### config.mk
export PLATFORM = sky130hd
export DESIGN_NAME = isbc_ctrl
export DESIGN_NICKNAME = d
export VERILOG_FILES = /design/src/common/isbc_pkg.sv /design/src/logic/isbc_bank_mem.sv /design/src/logic/isbc_ctrl.sv
export SDC_FILE = /design/constraint.sdc
export NUM_CORES = 1
export LEC_CHECK = 0
export ABC_AREA = 1
export ABC_CLOCK_PERIOD_IN_PS = 5400
export BUFFER_PORTS_ARGS = -buffer_cell sky130_fd_sc_hd__buf_4
export CAP_MARGIN = 30
export CORE_MARGIN = 5
export CORE_UTILIZATION = 45
export CTS_CLUSTER_DIAMETER = 100
export DETAILED_ROUTE_END_ITERATION = 6
export PLACE_DENSITY_LB_ADDON = 0.2
export REMOVE_ABC_BUFFERS = 1
export SYNTH_ARGS = -nofsm -noshare
export SYNTH_HDL_FRONTEND = slang
export SYNTH_SLANG_ARGS = --single-unit
export TNS_END_PERCENT = 30
### constraint.sdc
create_clock -name sys_clk -period 5.4 [get_ports sys_clk]
set_input_delay 1.08 -clock sys_clk [delete_from_list [all_inputs] [get_ports sys_clk]]
set_output_delay 1.08 -clock sys_clk [all_outputs]
set_load 0.02 [all_outputs]
### src/common/isbc_pkg.sv
// Purpose: Constants for the banked control window of the IR serial port
// Assumes: One 8-byte window, eight banks of eight byte registers
// Notes: Field positions follow the banked register layout

package isbc_pkg;

  // ********************************************************
  // Window and bank layout
  // ********************************************************
  localparam int ISBC_AW = 3;
  localparam int ISBC_NBANK = 8;
  localparam logic [2:0] ISBC_OFF_RXTX = 3'h0;
  localparam logic [2:0] ISBC_OFF_IER = 3'h1;
  localparam logic [2:0] ISBC_OFF_EVFIFO = 3'h2;
  localparam logic [2:0] ISBC_OFF_BANKSEL = 3'h3;
  localparam logic [2:0] ISBC_OFF_MCR = 3'h4;
  localparam logic [2:0] ISBC_OFF_LSR = 3'h5;
  localparam logic [2:0] ISBC_OFF_MSR = 3'h6;
  localparam logic [2:0] ISBC_OFF_SPR = 3'h7;
  localparam logic [2:0] ISBC_BANK0 = 3'h0;
  localparam logic [2:0] ISBC_BANK1 = 3'h1;
  localparam logic [2:0] ISBC_BANK2 = 3'h2;
  localparam logic [2:0] ISBC_BANK3 = 3'h3;
  localparam logic [2:0] ISBC_BANK4 = 3'h4;
  localparam logic [2:0] ISBC_BANK5 = 3'h5;
  localparam logic [2:0] ISBC_BANK6 = 3'h6;
  localparam logic [2:0] ISBC_BANK7 = 3'h7;

  // ********************************************************
  // Bank selector encoding
  // ********************************************************
  localparam int ISBC_BKSE_BIT = 7;
  localparam logic [7:0] ISBC_BANKSEL_RST = 8'h00;
  // Selector values with bit 7 set map to banks 1..7
  localparam logic [7:0] ISBC_SEL_B2 = 8'he0;
  localparam logic [7:0] ISBC_SEL_B3 = 8'he4;
  localparam logic [7:0] ISBC_SEL_B4 = 8'he8;
  localparam logic [7:0] ISBC_SEL_B5 = 8'hec;
  localparam logic [7:0] ISBC_SEL_B6 = 8'hf0;
  localparam logic [7:0] ISBC_SEL_B7 = 8'hf4;

  // ********************************************************
  // Field positions
  // ********************************************************
  localparam int ISBC_EXT_SL_BIT = 0;
  localparam int ISBC_LOCK_BIT = 7;
  localparam int ISBC_MDSL_LSB = 5;
  localparam int ISBC_DMA_EN_BIT = 2;
  localparam int ISBC_FIFO_EN_BIT = 0;
  localparam logic [7:0] ISBC_LSR_W1C_MASK = 8'h1e;
  localparam logic [7:0] ISBC_ASCR_W1C_MASK = 8'h5d;
  localparam logic [7:0] ISBC_ZERO = 8'h00;
  localparam logic [7:0] ISBC_LSR_RST = 8'h60;
  localparam logic [3:0] ISBC_MODULE_ID = 4'h5;  // Arbitrary value
  localparam logic [3:0] ISBC_REV_ID = 4'h1;     // Arbitrary value

  // ********************************************************
  // Types
  // ********************************************************
  typedef enum logic [1:0] {
    ISBC_LVL_16450 = 2'b00,
    ISBC_LVL_16550 = 2'b01,
    ISBC_LVL_EXT = 2'b10
  } isbc_level_t;

  typedef enum logic [2:0] {
    ISBC_MODE_UART = 3'b000,
    ISBC_MODE_VIR = 3'b001,
    ISBC_MODE_SIR = 3'b010,
    ISBC_MODE_CRIR = 3'b011
  } isbc_mode_t;

  typedef enum logic [1:0] {
    ISBC_DMA_NONE = 2'b00,
    ISBC_DMA_ONE = 2'b01,
    ISBC_DMA_BOTH = 2'b10
  } isbc_dma_t;

endpackage : isbc_pkg

### src/logic/isbc_bank_mem.sv
// Purpose: Byte store for the plain read/write registers of all banks
// Assumes: One write and one read per cycle
// Notes: Read data is registered

`timescale 1ns/100ps
`default_nettype none

module isbc_bank_mem #(
  parameter int DEPTH = 64,
  parameter int AW = 6
) (
  input wire logic sys_clk,
  input wire logic clk_en,
  input wire logic wr_en,
  input wire logic [AW-1:0] wr_addr,
  input wire logic [7:0] wr_data,
  input wire logic [AW-1:0] rd_addr,
  output logic [7:0] rd_data
);

  logic [7:0] mem [DEPTH];

  always_ff @(posedge sys_clk) begin
    if (clk_en && wr_en) begin
      mem[wr_addr] <= wr_data;
    end
  end

  always_ff @(posedge sys_clk) begin
    if (clk_en) begin
      rd_data <= mem[rd_addr];
    end
  end

endmodule : isbc_bank_mem

`default_nettype wire

### src/logic/isbc_ctrl.sv
// Purpose: Bank-switched control window of the IR-capable serial port
// Assumes: Host strobes are synchronous to sys_clk; one access per cycle
// Notes: Datapath status arrives as inputs; datapath controls leave as outputs
//
// Contract
// - Four modes: UART, vendor IR, serial infrared, consumer remote IR.
// - UART runs as 16450, 16550 or extended level.
// - Reset or 16550-style init falls back to 16550 level.
// - Two DMA channels; either alone or both may be used.
// - Eight banks of eight byte registers.
// - Banks share offsets 0-7; active bank picks the register.
// - Bank selector sits at offset 3 in every bank.
// - Bank selector resets to bank 0.
// - Banks 0-3 serve UART and IR; bank 0 global, bank 1 legacy.
// - Banks 4-7 hold IR setup only; no UART effect.
// - Bank 2 holds alternate divisor and extended control/status.
// - Bank 3 holds revision id and read-only shadows.
// - Bank 7 holds remote IR and transceiver setup.
// - Read-type offsets read one register, writes reach another.
// - Write-one-clear bits clear on 1, ignore 0.

`timescale 1ns/100ps
`default_nettype none

module isbc_ctrl
  import isbc_pkg::*;
(
  input wire logic sys_clk,
  input wire logic reset_n,
  input wire logic clk_en,
  input wire logic host_rd,
  input wire logic host_wr,
  input wire logic [isbc_pkg::ISBC_AW-1:0] host_addr,
  input wire logic [7:0] host_wdata,
  input wire logic [7:0] rx_data,
  input wire logic [7:0] event_id,
  input wire logic [7:0] lsr_set,
  input wire logic [7:0] ascr_set,
  input wire logic [7:0] modem_status,
  input wire logic [4:0] tx_level,
  input wire logic [4:0] rx_level,
  output logic [7:0] host_rdata,
  output logic host_rvalid,
  output logic [7:0] tx_data,
  output logic tx_load,
  output logic [7:0] fifo_ctrl,
  output logic [7:0] link_ctrl,
  output logic [15:0] baud_div,
  output logic [1:0] uart_level,
  output logic [2:0] op_mode,
  output logic [1:0] dma_use,
  output logic [7:0] bank_sel
);

  // ********************************************************
  // Bank decode
  // ********************************************************
  logic [7:0] bank_sel_reg;
  logic [7:0] lcr_reg;
  logic [7:0] fcr_reg;
  logic [7:0] lsr_reg;
  logic [7:0] ascr_reg;
  logic [7:0] mcr_reg;
  logic [7:0] excr1_reg;
  logic [7:0] excr2_reg;
  isbc_level_t level_reg;
  logic [2:0] bank;
  logic [2:0] rd_off_reg;
  logic [2:0] rd_bank_reg;
  logic rd_pend_reg;
  logic [7:0] mem_rdata;
  logic wr_sel;
  logic wr_plain;

  function automatic logic [2:0] sel_to_bank(input logic [7:0] sel);
    if (!sel[ISBC_BKSE_BIT]) return ISBC_BANK0;
    unique case (sel)
      ISBC_SEL_B2: return ISBC_BANK2;
      ISBC_SEL_B3: return ISBC_BANK3;
      ISBC_SEL_B4: return ISBC_BANK4;
      ISBC_SEL_B5: return ISBC_BANK5;
      ISBC_SEL_B6: return ISBC_BANK6;
      ISBC_SEL_B7: return ISBC_BANK7;
      default: return ISBC_BANK1;
    endcase
  endfunction : sel_to_bank

  // Offset 3 is always the selector; lower selector values are the LCR
  function automatic logic is_sel(input logic [2:0] off);
    return off == ISBC_OFF_BANKSEL;
  endfunction : is_sel

  assign bank = sel_to_bank(bank_sel_reg);
  assign wr_sel = host_wr && is_sel(host_addr);

  // ********************************************************
  // Bank selector and link control
  // ********************************************************
  always_ff @(posedge sys_clk) begin
    if (!reset_n) begin
      bank_sel_reg <= ISBC_BANKSEL_RST;
      lcr_reg <= ISBC_ZERO;
    end else if (clk_en && wr_sel) begin
      // Settles in one edge, so the next access sees the new bank
      bank_sel_reg <= host_wdata;
      if (!host_wdata[ISBC_BKSE_BIT]) begin
        lcr_reg <= host_wdata;
      end
    end
  end

  // ********************************************************
  // Mode, level and DMA controls
  // ********************************************************
  always_ff @(posedge sys_clk) begin
    if (!reset_n) begin
      mcr_reg <= ISBC_ZERO;
      excr1_reg <= ISBC_ZERO;
      excr2_reg <= ISBC_ZERO;
      fcr_reg <= ISBC_ZERO;
      level_reg <= ISBC_LVL_16550;
    end else if (clk_en && host_wr) begin
      if (bank == ISBC_BANK0 && host_addr == ISBC_OFF_MCR) begin
        mcr_reg <= host_wdata;
      end
      if (bank == ISBC_BANK0 && host_addr == ISBC_OFF_EVFIFO) begin
        fcr_reg <= host_wdata;
        // Legacy drivers write the FIFO control first; leave extended mode
        if (level_reg == ISBC_LVL_EXT || host_wdata[ISBC_FIFO_EN_BIT]) begin
          level_reg <= ISBC_LVL_16550;
        end else begin
          // FIFOs off outside extended level act as the plain 16450
          level_reg <= ISBC_LVL_16450;
        end
      end
      if (bank == ISBC_BANK2 && host_addr == ISBC_OFF_EVFIFO) begin
        excr1_reg <= host_wdata;
        level_reg <= host_wdata[ISBC_EXT_SL_BIT] ? ISBC_LVL_EXT
                                                 : ISBC_LVL_16550;
      end
      if (bank == ISBC_BANK2 && host_addr == ISBC_OFF_MCR) begin
        excr2_reg <= host_wdata;
      end
    end
  end

  // ********************************************************
  // Write-one-clear status
  // ********************************************************
  always_ff @(posedge sys_clk) begin
    if (!reset_n) begin
      lsr_reg <= ISBC_LSR_RST;
      ascr_reg <= ISBC_ZERO;
    end else if (clk_en) begin
      // New events win over a clear in the same cycle
      if (host_wr && bank == ISBC_BANK0 && host_addr == ISBC_OFF_LSR) begin
        lsr_reg <= (lsr_reg & ~(host_wdata & ISBC_LSR_W1C_MASK))
                   | lsr_set;
      end else begin
        lsr_reg <= lsr_reg | lsr_set;
      end
      if (host_wr && bank == ISBC_BANK0 && host_addr == ISBC_OFF_SPR &&
          level_reg == ISBC_LVL_EXT) begin
        ascr_reg <= (ascr_reg & ~(host_wdata & ISBC_ASCR_W1C_MASK))
                    | ascr_set;
      end else begin
        ascr_reg <= ascr_reg | ascr_set;
      end
    end
  end

  // ********************************************************
  // Plain byte registers in the bank store
  // ********************************************************
  assign wr_plain = host_wr && !is_sel(host_addr) &&
                    !(bank == ISBC_BANK0 && host_addr != ISBC_OFF_IER &&
                      !(host_addr == ISBC_OFF_SPR &&
                        level_reg != ISBC_LVL_EXT));

  isbc_bank_mem #(
    .DEPTH(ISBC_NBANK * 8),
    .AW(6)
  ) u_mem (
    .sys_clk(sys_clk),
    .clk_en(clk_en),
    .wr_en(wr_plain),
    .wr_addr({bank, host_addr}),
    .wr_data(host_wdata),
    .rd_addr({bank, host_addr}),
    .rd_data(mem_rdata)
  );

  // ********************************************************
  // Read path
  // ********************************************************
  always_ff @(posedge sys_clk) begin
    if (!reset_n) begin
      rd_pend_reg <= 1'b0;
      rd_off_reg <= ISBC_OFF_RXTX;
      rd_bank_reg <= ISBC_BANK0;
    end else if (clk_en) begin
      rd_pend_reg <= host_rd;
      rd_off_reg <= host_addr;
      rd_bank_reg <= bank;
    end
  end

  // Read mux looks at the registered bank, so a read after a select is exact
  always_ff @(posedge sys_clk) begin
    if (!reset_n) begin
      host_rdata <= ISBC_ZERO;
      host_rvalid <= 1'b0;
    end else if (clk_en) begin
      host_rvalid <= rd_pend_reg;
      if (rd_pend_reg) begin
        if (is_sel(rd_off_reg)) begin
          host_rdata <= bank_sel_reg;
        end else if (rd_bank_reg == ISBC_BANK0) begin
          unique case (rd_off_reg)
            ISBC_OFF_RXTX: host_rdata <= rx_data;
            ISBC_OFF_EVFIFO: host_rdata <= event_id;
            ISBC_OFF_MCR: host_rdata <= mcr_reg;
            ISBC_OFF_LSR: host_rdata <= lsr_reg;
            ISBC_OFF_MSR: host_rdata <= modem_status;
            ISBC_OFF_SPR: host_rdata <= (level_reg == ISBC_LVL_EXT) ?
                                        ascr_reg : mem_rdata;
            default: host_rdata <= mem_rdata;
          endcase
        end else if (rd_bank_reg == ISBC_BANK2) begin
          unique case (rd_off_reg)
            ISBC_OFF_EVFIFO: host_rdata <= excr1_reg;
            ISBC_OFF_MCR: host_rdata <= excr2_reg;
            ISBC_OFF_MSR: host_rdata <= {3'h0, tx_level};
            ISBC_OFF_SPR: host_rdata <= {3'h0, rx_level};
            default: host_rdata <= mem_rdata;
          endcase
        end else if (rd_bank_reg == ISBC_BANK3) begin
          unique case (rd_off_reg)
            ISBC_OFF_RXTX: host_rdata <= {ISBC_MODULE_ID, ISBC_REV_ID};
            ISBC_OFF_IER: host_rdata <= lcr_reg;
            ISBC_OFF_EVFIFO: host_rdata <= fcr_reg;
            default: host_rdata <= ISBC_ZERO;
          endcase
        end else begin
          // Banks 1, 4-7 are plain storage; IR only for 4-7
          host_rdata <= mem_rdata;
        end
      end
    end
  end

  // ********************************************************
  // Outputs toward the datapath
  // ********************************************************
  always_ff @(posedge sys_clk) begin
    if (!reset_n) begin
      tx_data <= ISBC_ZERO;
      tx_load <= 1'b0;
    end else if (clk_en) begin
      tx_load <= host_wr && bank == ISBC_BANK0 &&
                 host_addr == ISBC_OFF_RXTX;
      if (host_wr && bank == ISBC_BANK0 && host_addr == ISBC_OFF_RXTX) begin
        tx_data <= host_wdata;
      end
    end
  end

  // Divisor shadowed in flops from writes to banks 1 and 2 low/high bytes
  always_ff @(posedge sys_clk) begin
    if (!reset_n) begin
      baud_div <= 16'h0000;
    end else if (clk_en && host_wr &&
                 (bank == ISBC_BANK1 || bank == ISBC_BANK2)) begin
      if (host_addr == ISBC_OFF_RXTX) begin
        baud_div[7:0] <= host_wdata;
      end else if (host_addr == ISBC_OFF_IER) begin
        baud_div[15:8] <= host_wdata;
      end
    end
  end

  always_ff @(posedge sys_clk) begin
    if (!reset_n) begin
      fifo_ctrl <= ISBC_ZERO;
      link_ctrl <= ISBC_ZERO;
      uart_level <= ISBC_LVL_16550;
      op_mode <= ISBC_MODE_UART;
      dma_use <= ISBC_DMA_NONE;
      bank_sel <= ISBC_BANKSEL_RST;
    end else if (clk_en) begin
      fifo_ctrl <= fcr_reg;
      link_ctrl <= lcr_reg;
      uart_level <= level_reg;
      bank_sel <= bank_sel_reg;
      // Non-UART modes only in extended level; others force UART
      if (level_reg == ISBC_LVL_EXT) begin
        op_mode <= mcr_reg[ISBC_MDSL_LSB +: 3];
      end else begin
        op_mode <= ISBC_MODE_UART;
      end
      // IR is half duplex: never both channels in IR modes
      if (!mcr_reg[ISBC_DMA_EN_BIT] || level_reg != ISBC_LVL_EXT) begin
        dma_use <= ISBC_DMA_NONE;
      end else if (mcr_reg[ISBC_MDSL_LSB +: 3] != ISBC_MODE_UART ||
                   !excr2_reg[ISBC_LOCK_BIT]) begin
        dma_use <= ISBC_DMA_ONE;
      end else begin
        dma_use <= ISBC_DMA_BOTH;
      end
    end
  end

endmodule : isbc_ctrl

`default_nettype wire

Word-level counts from Yosys, hierarchy flattened

Memories as Yosys holds them, arrays and structs flattened. A register that Yosys moved wholly into a read port is not among the register bits.
Index checks and enable logic that the tools add are counted.

Input port bits: 66
Register bits: 136
Memory bits (writable): 512
Memories kept: 1
Logic and storage cells: 126
Output and inout port bits: 65

Bitwise operators: 10
Equality and inequality tests: 26
Reductions and logical operators: 44
Multiplexer cells: 21

Memory list:

| name      | depth | bits a word | read ports | clocked after Yosys merged registers in | wr ports | line                | source |
|---|---|---|---|---|---|---|---|
| u_mem.mem | 64    | 8           | 1          | 1                                       | 1        | isbc_bank_mem.sv:21 | `logic [7:0] mem [DEPTH];` |

Operators with widths:

| kind                 | number |
|---|---|
| $mux W8              | 7 |
| $eq A8 B8 Y1 const B | 6 |
| $pmux W8 S6          | 1 |
| $or A8 B8 Y8         | 4 |
| $pmux W8 S4          | 1 |
| $pmux W8 S3          | 1 |
| $eq A3 B2 Y1 const B | 7 |
| $eq A3 B3 Y1 const B | 7 |
| $logic_and A1 B1 Y1  | 19 |
| $pmux W3 S6          | 1 |
| $reduce_and A2 Y1    | 9 |
| $and A8 B8 Y8        | 2 |
| $logic_not A3 Y1     | 4 |
| $mux W2              | 5 |
| $eq A3 B1 Y1 const B | 3 |
| $not A5 Y8           | 1 |
| $not A7 Y8           | 1 |
| $mux W3              | 2 |
| $logic_not A1 Y1     | 5 |
| $logic_or A1 B1 Y1   | 4 |
| $mux W1              | 3 |
| $ne A3 B1 Y1 const B | 1 |
| $reduce_and A3 Y1    | 1 |
| $reduce_bool A3 Y1   | 1 |
| other kinds (4)      | 5 |

Depth between registers and ports, before layout

Word-level depth: 11
Depth in mapped cells: 14

By module

From an unflattened synthesis, not the netlist that was laid out.

Cell total of the unflattened synthesis: 2723
Area total of the unflattened synthesis: 27521.4 sq um

Modules (own cells, without submodules):

| module        | instances | area an instance (sq um) | cells an instance | seq. area each (sq um) |
|---|---|---|---|---|
| isbc_bank_mem | 1         | 21329.2                  | 1803              | 15615.0 |
| isbc_ctrl     | 1         | 6192.2                   | 920               | 2722.6 |

Least setup slack after synthesis

No wires, ideal clock.

Kind: input port to flip-flop
Start point: input host_addr[2] in the netlist's numbering
End point: memory u_mem.mem[53][0], enable pin
Path slack: 2.550 ns
Buffers on the path: 1
Arrival: 2.479 ns
Stages on the path: 7
Required time: 5.030 ns
Library setup time: 0.370 ns
Cells stage by stage: buf_2 -> inv_2 -> nor2_1 -> a211oi_1 -> nor3_2 -> nand3_1 -> nor2_1

Cells in the longest elaborated chain, start to end: 9
Elaborated cells between the ends (all ways): 14

RTL lines:

| item                          | line                | source |
|---|---|---|
| from (decl)                   | isbc_ctrl.sv:33     | `input wire logic [isbc_pkg::ISBC_AW-1:0] host_addr,` |
| $eq A3 B3 Y1                  | isbc_ctrl.sv:177    | `!(host_addr == ISBC_OFF_SPR &&` |
| $logic_and A1 B1 Y1           | isbc_ctrl.sv:177    |  |
| $logic_not A1 Y1              | isbc_ctrl.sv:177    |  |
| $logic_and A1 B1 Y1           | isbc_ctrl.sv:176    | `!(bank == ISBC_BANK0 && host_addr != ISBC_OFF_IER &&` |
| $logic_not A1 Y1              | isbc_ctrl.sv:176    |  |
| $logic_and A1 B1 Y1           | isbc_ctrl.sv:175    | `assign wr_plain = host_wr && !is_sel(host_addr) &&` |
| $logic_and A1 B1 Y1           | isbc_bank_mem.sv:24 | `if (clk_en && wr_en) begin` |
| $mux W1                       | isbc_bank_mem.sv:24 |  |
| $mux W1 (implied by the code) | isbc_bank_mem.sv:25 | `mem[wr_addr] <= wr_data;` |
| to (decl)                     | isbc_bank_mem.sv:21 |  |

Parallel ways exist; a longest one is shown, timed or not.

Final worst setup path

Start point: input host_addr[2] in the netlist's numbering
End point: memory u_mem.mem[29][0], enable pin

The elaborated chain is that of the path after synthesis.

==> results.cfg <==
[drt]
wl_met1_mm = 31.7
ant_nets = 0
routed-wl-met2_mm = 35.0
drt_pass1_iterations = 6
routed-via-count = 19039
post_drt_via_cell_ratio = 5.43
drt-initial-drc-count = 1863
drc_errors = 0
topRoutingLayerUsed = met4
dr_wl_met3_mm = 5.92
wl_mm = 74.0
post_drt_wl_per_cell_um = 21.1

[grt]
track_usage = 0.229
overflow = 0
grt_pass1_wl_mm = 112
grt_antenna_before_repair = 0
grt_max_degree = 130
first_global_vias = 18629

[finish]
drive_gt1_frac = 0.106
layout_common_cells = 857 x nand2_1, 520 x edfxtp_1, 177 x nor2_1
num_antenna_cells = 0
final_util = 0.523
nets = 2748
layoutNonFillerInstCount = 3509
nFillCells = 5265
largest_reg_flops = 512
layout_commonest_cell = nand2_1
regArea_mm2 = 0.0183
design_area_mm2 = 0.0307
syn2layout_area_growth_pct = 16.0
multi_input_area_mm2 = 0.00760

[hold_path]
min_from = lsr_reg[5]
min_path_cells = 2
min_to = lsr_reg[5]
hold_class = reg -> reg

[critical_path]
crit_type = in -> reg
cp-start-kind = primary input
critPathCaptureType = flip-flop
reg2reg_to = u_mem.mem[49][1]
cp_max_fo = 31
cp_data_arrival_time_ns = 3.61
r2r_setup_slack_ns = 2.23
critical_path_required_ns = 5.63
r2r_cells = 10
rr_startpoint = bank_sel_reg[7]

[sta]
tns_ns = 0
setup_slack_ns = 2.02
final_max_slew_viol_count = 0
layout_min_cycle_time_ns = 3.38
post-route-period-util = 0.626
finClkSkew_ns = 0.0166
rsz0062_at_grt = false
max_freq_ghz = 0.296
setup_violations = 0
slew_headroom = 0.322
hold_slack_ns = 0.443
worst_slew_pin_slew_ns = 1.01
hold_viol = 0

[logic_synthesis]
syn_area_mm2 = 0.0265
synth_seq_cells = 656
synth.distinct_cells = 42
syn_area_per_cell_um2 = 10.7
netlist_instances = 2481
synthArstFlopShare = 0
yosysWarnings = 0
synth_edf_count = 520
synth-seq-area-share = 0.693
ys.flop_type = edfxtp_1

[clocking]
cts_resized = 0
cts_hold_buffers = 0
path_clk_slew_ns = 0.06
htreeDepth = 3
cts_tree = yes
ctsLongestPathBuffers = 3
clock_latency_ns = 0.60
clock-sinks = 656
cts_setup_buffers = 0
cts_made_buffers = 70
clockRootBuffer = clkbuf_16

[floorplan]
io_pins = 131
coreArea_mm2 = 0.0587
rows = 89
die_h_um = 253
die_w_um = 253
initial_core_util = 0.451
die-area_mm2 = 0.0638

[place]
globalplace.congestion = 0.922
post_dp_cell_area_mm2 = 0.0284
hpwl_mm = 45.7
dp.cells = 3383
portBuffers = 129
place_ws_ns = 1.51

[pwr]
swShare = 0.228
clockPowerShare = 0.428
p_total_mw = 11.0
p_int_mw = 8.53
seq_power_share = 0.508
power_density_mw_per_mm2 = 360
p_sw_mw = 2.51
ir_drop_mv = 0.385
power_leakage_nw = 11.3
comb_power_share = 0.064

[status]
status = completed

[job]
maxCapViolCount = 0
## cells by family (layout without fill, tap and decap cells)
logic type | count (synthesis) | in the layout | synth area share
AND/OR/NAND/NOR | 1294 | 1294 | 0.208
flip-flops | 656 | 656 | 0.693
buffers and inverters | 219 | 370 | 0.0356
AO/OA/AOI/OAI | 311 | 311 | 0.0631
other | 1 | 105 | 0.000142
## worst max-delay path, stage by stage
cell	delay (ns)
buf_4	0.34
inv_2	0.07
nor2_1	0.20
a211oi_1	0.12
nor3_2	0.35
nand3_1	0.59
nor2_1	0.80
## synthesized netlist by cell type (all sizes together) (2+ instances only)
library cell | n | area [µm²]
nor4 | 2 | 27.5
a21oi | 169 | 850
clkinv | 7 | 27.5
nand4 | 125 | 827
dfxtp | 136 | 2720
nor2 | 187 | 768
inv | 85 | 324
a22oi | 22 | 165
nand3b | 2 | 15.0
nand3 | 103 | 521
o31ai | 4 | 30.0
buf | 61 | 342
nand2 | 865 | 3290
o211ai | 5 | 37.5
clkbuf | 66 | 249
edfxtp | 520 | 15600
o21ai | 101 | 509
nor3 | 9 | 66.3
a211oi | 9 | 72.6
## power groups by stage
stage	combinational, mW	sequential (mW)	clock [mW]
4_1_cts	0.704	5.60	4.80
3_5_place_dp	0.701	5.71	0
2_1_floorplan	0.355	5.71	0
6_report	0.706	5.60	4.73
5_1_grt	0.776	5.61	5.02
3_3_place_gp	0.694	5.71	0
## per-layer routing
layer	vias up	GRT usage
met5	-	0
met4	0	0.0516
met3	98	0.0477
met2	742	0.367
met1	9314	0.325
li1	8885	-
## how the worst max path moves through the flow
stage	start	endpoint	slack [ns]	cells after the start
floorplan	host_addr[1]	u_mem.mem[20][0]	-1.68	3
detailed placement	host_addr[2]	u_mem.mem[29][2]	1.51	7
global placement	host_addr[2]	u_mem.mem[34][4]	1.57	7
finish	host_addr[2]	u_mem.mem[29][0]	2.02	7
CTS	host_addr[2]	u_mem.mem[29][0]	2.14	7
global route	host_addr[2]	u_mem.mem[29][0]	1.87	7
## area by class of cell
class | count | share of cell area
clock inverters | 35 | 0.00933
repair buffers | 152 | 0.0385
multi-input cells | 1710 | 0.248
clock buffers | 91 | 0.0643
well taps | 773 | 0.0315
flip-flops and latches | 656 | 0.597
inverters | 92 | 0.0115
Note: power is estimated with default switching activity, not from simulation.
